## src/addr_break_pkg.sv

```systemverilog
// Package for the address break comparator: register map, fields, encodings
package addr_break_pkg;

    localparam logic [1:0]  OFS_CONTROL      = 2'h0;
    localparam logic [1:0]  OFS_STATUS       = 2'h1;
    localparam logic [1:0]  OFS_ADDRESS      = 2'h2;
    localparam logic [1:0]  OFS_DATA         = 2'h3;

    localparam logic [7:0]  CONTROL_RESET    = 8'h80;
    localparam logic [15:0] ADDRESS_RESET    = 16'hffff;
    localparam logic [15:0] DATA_RESET       = 16'h0000;
    localparam logic [5:0]  STATUS_RSVD_ONES = 6'h3f;

    localparam int          RTI_ENABLE_BIT   = 7;
    localparam int          FLAG_BIT         = 7;
    localparam int          ENABLE_BIT       = 6;

    localparam logic [1:0]  CSEL_EXEC        = 2'h0;
    localparam logic [1:0]  CSEL_READ        = 2'h1;
    localparam logic [1:0]  CSEL_WRITE       = 2'h2;
    localparam logic [1:0]  CSEL_RDWR        = 2'h3;

    localparam logic [2:0]  ACMP_16          = 3'h0;
    localparam logic [2:0]  ACMP_12          = 3'h1;
    localparam logic [2:0]  ACMP_8           = 3'h2;
    localparam logic [2:0]  ACMP_4           = 3'h3;

    localparam logic [1:0]  DCMP_NONE        = 2'h0;
    localparam logic [1:0]  DCMP_LOW         = 2'h1;
    localparam logic [1:0]  DCMP_HIGH        = 2'h2;
    localparam logic [1:0]  DCMP_WORD        = 2'h3;

    typedef struct packed {
        logic       return_interrupt_enable;
        logic [1:0] cycle_select;
        logic [2:0] address_compare;
        logic [1:0] data_compare;
    } control_t;

    // One CPU bus cycle as seen by the comparator
    typedef struct packed {
        logic        valid;
        logic        fetch;
        logic        read;
        logic        write;
        logic        word;
        logic        io8;
        logic [15:0] addr;
        logic [15:0] data;
    } bus_cycle_t;

    typedef struct packed {
        control_t    control;
        logic        flag;
        logic        flag_seen;
        logic        irq_enable;
        logic [15:0] address;
        logic [15:0] data;
        logic        rte_block;
        logic [7:0]  rdata;
    } state_t;

endpackage : addr_break_pkg

```

## src/address_break_comparator.sv

```systemverilog
// Address break comparator: bus watcher, break registers and request logic
// Notes on behaviour
// - Break request ignores CPU global interrupt mask
// - Return-interrupt enable low blocks interrupts after return
// - Cycle select picks fetch, read, write, either
// - Address compare matches 16, 12, 8, 4 bits
// - Data compare: none, low, high, full word
// - Memory lanes: even word high, odd low, bytes high
// - Word to 8-bit I/O is two byte accesses
// - Matching bus cycle sets the break flag
// - Flag clears by zero write after reading one
// - Request while flag and enable both set
// - Status low six bits read as one
// - Break address 16 bits, resets to all ones
// - High data byte to upper lane, low to lower
// - Break data register has undefined reset value; here it resets to 0000
// - Exception starts after current instruction completes
`timescale 1ns/100ps
`default_nettype none

module address_break_comparator
    import addr_break_pkg::*;
(
    // Clock and reset
    input  wire logic       ref_clk_i,
    input  wire logic       sys_rst_i,
    // Register port
    input  wire logic [1:0] reg_addr_i,
    input  wire logic [7:0] reg_wdata_i,
    input  wire logic       reg_wr_i,
    input  wire logic       reg_rd_i,
    output logic      [7:0] reg_rdata_o,
    // CPU internal bus monitor
    input  wire bus_cycle_t bus_i,
    // Instruction sequencing from the CPU
    input  wire logic       rte_done_i,
    input  wire logic       insn_done_i,
    // Request to the CPU
    output logic            break_irq_o,
    output logic            other_irq_gate_o
);

    state_t state_reg;
    state_t state_next;

    // Both bytes of each 16-bit register share one index; writes shift in, high byte first
    logic       wr_hi;
    logic       hit_cycle;
    logic       hit_addr;
    logic       hit_data;
    logic       lane_upper;
    logic [7:0] lane_byte;
    logic [15:0] addr_mask;

    function automatic logic [15:0] mask_for(input logic [2:0] sel);
        unique case (sel)
            ACMP_16: mask_for = 16'hffff;
            ACMP_12: mask_for = 16'hfff0;
            ACMP_8:  mask_for = 16'hff00;
            ACMP_4:  mask_for = 16'hf000;
            default: mask_for = 16'hffff; // Prohibited codes: full compare
        endcase
    endfunction : mask_for

    always_comb begin
        unique case (state_reg.control.cycle_select)
            CSEL_EXEC:  hit_cycle = bus_i.fetch;
            CSEL_READ:  hit_cycle = bus_i.read;
            CSEL_WRITE: hit_cycle = bus_i.write;
            CSEL_RDWR:  hit_cycle = bus_i.read | bus_i.write;
        endcase
    end

    // (prohibited codes fall back to full compare)
    assign addr_mask = mask_for(state_reg.control.address_compare);
    assign hit_addr  = ((bus_i.addr ^ state_reg.address) & addr_mask)
                       == 16'h0000;

    // Bytes and word-to-8-bit-I/O ride the upper lane; even words too
    assign lane_upper = !bus_i.word | bus_i.io8 | !bus_i.addr[0];
    assign lane_byte  = lane_upper ? bus_i.data[15:8] : bus_i.data[7:0];

    always_comb begin
        unique case (state_reg.control.data_compare)
            DCMP_NONE: hit_data = 1'b1;
            DCMP_LOW:  hit_data = !lane_upper &&
                                  lane_byte == state_reg.data[7:0];
            DCMP_HIGH: hit_data = lane_upper &&
                                  lane_byte == state_reg.data[15:8];
            DCMP_WORD: hit_data = bus_i.data == state_reg.data;
        endcase
    end

    assign wr_hi = reg_wr_i;

    always_comb begin
        state_next       = state_reg;
        state_next.rdata = 8'h00;

        if (reg_rd_i) begin
            unique case (reg_addr_i)
                OFS_CONTROL: state_next.rdata = state_reg.control;
                OFS_STATUS: begin
                    state_next.rdata = {state_reg.flag, state_reg.irq_enable,
                                        STATUS_RSVD_ONES};
                    if (state_reg.flag) begin
                        state_next.flag_seen = 1'b1;
                    end
                end
                OFS_ADDRESS: state_next.rdata = state_reg.address[7:0];
                OFS_DATA:    state_next.rdata = state_reg.data[7:0];
            endcase
        end

        if (wr_hi) begin
            unique case (reg_addr_i)
                OFS_CONTROL: state_next.control = control_t'(reg_wdata_i);
                OFS_STATUS: begin
                    state_next.irq_enable = reg_wdata_i[ENABLE_BIT];
                    if (!reg_wdata_i[FLAG_BIT] && state_reg.flag_seen) begin
                        state_next.flag      = 1'b0;
                        state_next.flag_seen = 1'b0;
                    end
                end
                // Address and data shift in a byte at a time, low byte last
                OFS_ADDRESS: state_next.address = {state_reg.address[7:0],
                                                   reg_wdata_i};
                OFS_DATA:    state_next.data = {state_reg.data[7:0],
                                                reg_wdata_i};
            endcase
        end

        // Set wins over a clear in the same cycle
        if (bus_i.valid && hit_cycle && hit_addr && hit_data) begin
            state_next.flag = 1'b1;
        end

        // Block other interrupts after return until one instruction retires
        if (rte_done_i && !state_reg.control.return_interrupt_enable) begin
            state_next.rte_block = 1'b1;
        end else if (insn_done_i) begin
            state_next.rte_block = 1'b0;
        end
    end

    always_ff @(posedge ref_clk_i) begin
        if (sys_rst_i) begin
            state_reg.control    <= CONTROL_RESET;
            state_reg.flag       <= 1'b0;
            state_reg.flag_seen  <= 1'b0;
            state_reg.irq_enable <= 1'b0;
            state_reg.address    <= ADDRESS_RESET;
            state_reg.data       <= DATA_RESET;
            state_reg.rte_block  <= 1'b0;
            state_reg.rdata      <= 8'h00;
        end else begin
            state_reg <= state_next;
        end
    end

    // No CPU mask bit enters here; CPU takes it at instruction end
    assign break_irq_o      = state_reg.flag &
                              state_reg.irq_enable;
    // Setting the enable lifts a pending hold-off at once, not one insn later
    assign other_irq_gate_o = !state_reg.rte_block ||
                              state_reg.control.return_interrupt_enable;
    assign reg_rdata_o      = state_reg.rdata;

endmodule : address_break_comparator

`default_nettype wire

```

## config.mk

```make
export PLATFORM = sky130hd
export DESIGN_NAME = address_break_comparator
export DESIGN_NICKNAME = d
export VERILOG_FILES = /design/src/addr_break_pkg.sv /design/src/address_break_comparator.sv
export SDC_FILE = /design/constraint.sdc
export NUM_CORES = 1
export LEC_CHECK = 0
export ABC_AREA = 1
export ABC_CLOCK_PERIOD_IN_PS = 2830
export BUFFER_PORTS_ARGS = -buffer_cell sky130_fd_sc_hd__buf_2
export CAP_MARGIN = 20
export CORE_ASPECT_RATIO = 1.5
export CORE_MARGIN = 5
export CORE_UTILIZATION = 59
export DETAILED_ROUTE_END_ITERATION = 10
export GPL_TIMING_DRIVEN = 0
export PLACE_DENSITY = 0.85
export SYNTH_ARGS = -nofsm -noshare
export SYNTH_HDL_FRONTEND = slang
export SYNTH_SLANG_ARGS = --single-unit
```

## constraint.sdc

```tcl
create_clock -name ref_clk_i -period 2.83 [get_ports ref_clk_i]
set_input_delay 0.4245 -clock ref_clk_i [delete_from_list [all_inputs] [get_ports ref_clk_i]]
set_output_delay 0.4245 -clock ref_clk_i [all_outputs]
set_load 0.01 [all_outputs]
```

# Word-level counts from Yosys, hierarchy flattened
# Cells that the tools add are included.
dict set report word_totals {
  wordCells 77
  mem_count 0
  input_bits 54
  ramBits 0
  latchBits 0
  out_inout_bits 10
  register_bits 52
  mem_bits_ro 0
}
dict set report classes {
  div 0
  multipliers 0
  n_lt_le_gt_ge 0
  shift 0
  n_reduce_logical 28
  bitwise_logic 7
  add_sub_neg 0
  n_mux 16
  n_eq_ne 15
}
# op n
set ops {}
lappend ops {{$pmux W12 S3} 1}
lappend ops {{$mux W35} 1}
lappend ops {{$mux W16} 2}
lappend ops {{$pmux W8 S4} 1}
lappend ops {{$and A16 B16 Y16} 1}
lappend ops {{$eq A16 B16 Y1} 1}
lappend ops {{$eq A8 B8 Y1} 2}
lappend ops {{$logic_not A16 Y1} 1}
lappend ops {{$xor A16 B16 Y16} 1}
lappend ops {{$eq A2 B2 Y1 const B} 6}
lappend ops {{$mux W8} 1}
lappend ops {{$pmux W1 S4} 2}
lappend ops {{$reduce_and A2 Y1} 4}
lappend ops {{$reduce_bool A2 Y1} 4}
lappend ops {{$logic_and A1 B1 Y1} 7}
lappend ops {{$eq A2 B1 Y1 const B} 3}
lappend ops {{$eq A3 B2 Y1 const B} 2}
lappend ops {{$logic_not A1 Y1} 6}
lappend ops {{$logic_not A2 Y1} 3}
lappend ops {{$mux W1} 6}
lappend ops {{$eq A3 B1 Y1 const B} 1}
lappend ops {{$mux W3} 1}
lappend ops {{$or A1 B1 Y1} 3}
lappend ops {{$reduce_and A3 Y1} 1}
lappend ops {{other kinds (5)} 5}

# Logic depth before layout (Yosys ltp)
dict set report depth {
  ltp_word 10
  ltp_mapped 14
}

# Worst setup path before layout
# No wires, ideal clock.
dict set report synth_path {
  path_type {input to register}
  from {input bus_i[32] in the netlist's numbering}
  to {register state_reg[43] in the netlist's numbering}
  arrival_time_ps 1312
  path_slack_ps 1405
  n_path_buf 1
  cell_stages 13
  path_cell_list {inv_1 nand3_4 buf_6 nand2_1 nand3_1 nand2_1 clkinv_1 nand2_1 nor2_1 nand2_1 nand2_1 nand3_1 nand2_1}
}
dict set report synth_between {
  elab_chain_cells 9
  elab_cells_between_ends 15
  classes_between {eq/ne: 2; mux: 3; bitwise: 2; reduce/logical: 8}
}
# item line_no
set synth_lines {}
lappend synth_lines {{start: declaration} address_break_comparator.sv:34} ;# input wire bus_cycle_t bus_i,
lappend synth_lines {{$or A1 B1 Y1 (*) (2 in a row)} address_break_comparator.sv:80} ;# assign lane_upper = !bus_i.word | bus_i.io8 | !bus_i.addr[0];
lappend synth_lines {{$mux W8} address_break_comparator.sv:81} ;# assign lane_byte = lane_upper ? bus_i.data[15:8] : bus_i.data[7:0];
lappend synth_lines {{$eq A8 B8 Y1, on equally long branches} {address_break_comparator.sv:89, address_break_comparator.sv:87}}
lappend synth_lines {{$logic_and A1 B1 Y1, on equally long branches} {address_break_comparator.sv:88, address_break_comparator.sv:86}}
lappend synth_lines {{$pmux W1 S4 (*)} address_break_comparator.sv:84} ;# unique case (state_reg.control.data_compare)
lappend synth_lines {{$logic_and A1 B1 Y1 (*)} address_break_comparator.sv:134} ;# if (bus_i.valid && hit_cycle && hit_addr && hit_data) begin
lappend synth_lines {{$reduce_bool A2 Y1 (no source line)} -}
lappend synth_lines {{$reduce_and A3 Y1 (no source line)} -}
lappend synth_lines {{end signal: assignment} address_break_comparator.sv:157} ;# state_reg <= state_next;
lappend synth_lines {{end: declaration} address_break_comparator.sv:43} ;# state_t state_reg;
# Every way passes the cells marked *; elsewhere a longest branch is shown, timed or not.
# A chain may end at the register's enable or synchronous reset.

# Worst setup path after layout
# Same ends and word-level chain as after synthesis.

==> flow_metrics.env <==
export IMPL_rsz0062_at_grt="no"
export IMPL_drtPass1Iterations=5
export IMPL_antenna_found_initial=0
export IMPL_finalCriticalPeriod_ns=1.49
export IMPL_seq_power_share_pct=46.5
export IMPL_hold_buffers=0
export IMPL_switching_share_pct=27.4
export IMPL_layout_drive_gt1_share_pct=16.8
export IMPL_die_w_um=68.6
export IMPL_max_freq_ghz=0.673
export IMPL_pwr_share_comb_pct=18.7
export IMPL_rows=32
export IMPL_use_met2_pct=50.0
export IMPL_slowest_delay_ns=0.19
export IMPL_slew_headroom_pct=62.9
export IMPL_tritoncts="built"
export IMPL_final_max_slew_violation_count=0
export IMPL_track_usage_pct=28.7
export IMPL_dieHeight_um=97.9
export IMPL_avgSynthCellArea_um2=6.37
export IMPL_cts_max_level=2
export IMPL_worstPathRequired_ns=3.08
export IMPL_n_antenna_cell=0
export IMPL_clk_pin_slew_ns=0.09
export IMPL_dp_hpwl_um=7390
export IMPL_hold_viol_final=0
export IMPL_setup_viol=0
export IMPL_grt_pass1_vias=3360
export IMPL_worstMarginPinSlew_ns=0.556
export IMPL_critical_path_class="in2reg"
export IMPL_grt_util_met1_pct=29.7
export IMPL_final_nets=600
export IMPL_min_path_type="in2reg"
export IMPL_port_buffers=62
export IMPL_largest_reg_flops=44
export IMPL_yosys_area_top_type="dfxtp_1"
export IMPL_most_common_layout_cells="148 x nand2_1, 65 x inv_1, 63 x buf_2"
export IMPL_clock_latency_ns=0.31
export IMPL_core_area_mm2=0.00508
export IMPL_whs_path_depth=2
export IMPL_cellLeakagePower_uw=0.00182
export IMPL_synth_warnings=0
export IMPL_cp_slowest_cell="buf_6"
export IMPL_yosys_area_top_type_share_pct=34.2
export IMPL_cts_sinks=52
export IMPL_cts_buffers_inserted=5
export IMPL_synth_cell_types=29
export IMPL_grt_pass1_wl_um=14800
export IMPL_fin_tns_setup_ns=0
export IMPL_cts_path_max_buffers=2
export IMPL_post_cts_setup_buffers=0
export IMPL_num_io_pins=64
export IMPL_ys_ff_latch=52
export IMPL_max_cap_viol_count=0
export IMPL_synthCells=477
export IMPL_p_sw_uw=470
export IMPL_cp_num_cells=13
export IMPL_vias=3359
export IMPL_use_met3_pct=4.37
export IMPL_postRouteAntennaNets=0
export IMPL_crit_path_start_kind="primary input"
export IMPL_powerDensity_mw_per_mm2=480
export IMPL_yosysSeqAreaShare_pct=34.2
export IMPL_peakVddDrop_mv=0.268
export IMPL_cp_top_family="simple AND/OR/NAND/NOR gates"
export IMPL_rr_worst_depth=12
export IMPL_layout_setup_ws_ns=1.34
export IMPL_cp_arrival_ns=1.74
export IMPL_grt_overflow=0
export IMPL_layout_commonest_cell="nand2_1"
export IMPL_grt_max_degree=16
export IMPL_synthTopCellsByArea="dfxtp_1 34%, nand2_1 18%, inv_1 8.0%, nand3_1 7.2%, o21ai_0 5.3%"
export IMPL_outcome="finished clean"
export IMPL_start_util_pct=59.8
export IMPL_vias_per_cell=5.47
export IMPL_worstPathMaxFanout=10
export IMPL_synthesis_area_mm2=0.00304
export IMPL_post_route_period_util_pct=52.5
export IMPL_gp_congestion=0.955
export IMPL_p_clk_share_pct=34.8
export IMPL_crit_chain="buf_2, inv_1, nand3_4, buf_6, nand2_1, nand3_1, nand2_1, nand2_1, nor2_1, nand2_1, nand2_1, nand3_1, nand2_1"
export IMPL_wl_um=9070
export IMPL_clockRootBuffer="clkbuf_8"
export IMPL_post_place_ws_ns=1.03
export IMPL_cpMostUsedCell="nand2_1"
export IMPL_critPathBufInv=3
export IMPL_drtIter0Drc=178
export IMPL_cts_resized=0
export IMPL_fp_dieArea_mm2=0.00672
export IMPL_skew_ns=0.00431
export IMPL_drc=0
export IMPL_synth_fp_nets=531
export IMPL_critPathCaptureType="flop"
export IMPL_busiest_layer="met2"
export IMPL_p_int_uw=1240
export IMPL_area_growth_pct=17.2
export IMPL_routedWlPerCell_um=14.8
## power by group through the flow
stage	Combinational [uW]	Clock [uW]	Sequential, uW
floorplan	204	0	803
global placement	309	0	811
detailed placement	316	0	812
CTS	317	595	795
global route	358	624	801
finish	320	595	796
## Yosys cell counts, drive strengths merged
cell and count:
o21ai 32, buf 12, a221oi 2, a31oi 3, o22ai 1, clkinv 3, o2111ai 6, nor2 37
nand3 46, xor2 2, nand2 152, clkbuf 8, nand4 6, xnor2 9, inv 65, a41oi 1
dfxtp 52, o211ai 11, o21a 1, a21oi 26, or2 2
## final timing paths
path,startpoint,end,slack (ns)
worst min register to register,state_reg[8],state_reg[8],0.47
worst min-delay path,sys_rst_i,state_reg[41],0.33
worst max-delay path,bus_i[32],state_reg[43],1.34
worst max register to register,state_reg[9],state_reg[43],1.45
## area by class of cell
cell class	instances	area [um2]
plain buffers	20	129
clock buffers	5	68.8
clock inverters	2	60.1
fillers	484	1520
inverters	68	255
multi-input cells	337	1620
flip-flops and latches	52	1040
well taps	68	85.1
repair buffers	62	310
## worst register-to-register path: stages (launching register included)
cell	delay, ns
dfxtp_1	0.39
inv_1	0.12
nand2_1	0.08
nand2_1	0.05
nor2_1	0.13
nand2_1	0.07
nor2_1	0.11
nand3_1	0.09
nand2_1	0.06
inv_1	0.04
nand2_1	0.05
nand3_1	0.08
nand2_1	0.07
## cell families after synthesis
logic type | synth area share, %
and+or+nand+nor | 34.0
buffers and inverters | 12.6
AOI/OAI and AO/OA | 15.9
DFF | 34.2
xor gates and xnor gates | 3.17
## routing by layer
metal  vias up  wire length, um
li1       1669                -
met1      1482             3270
met2       160             4650
met3        48              548
met4         0              594
met5         -                0
## metrics by stage
step	cell area, um2	utilization [%]	std cells	total power [uW]	hold WS (ns)
global placement	3440	67.6	607	1120	0.451
CTS	3560	70.1	614	1710	0.333
global route	3560	70.1	614	1780	0.341
finish	3560	70.1	614	1710	0.334
detailed placement	3440	67.6	607	1130	0.462
floorplan	3040	-	477	1010	0.437
Note: power is estimated with default switching activity, not from simulation.
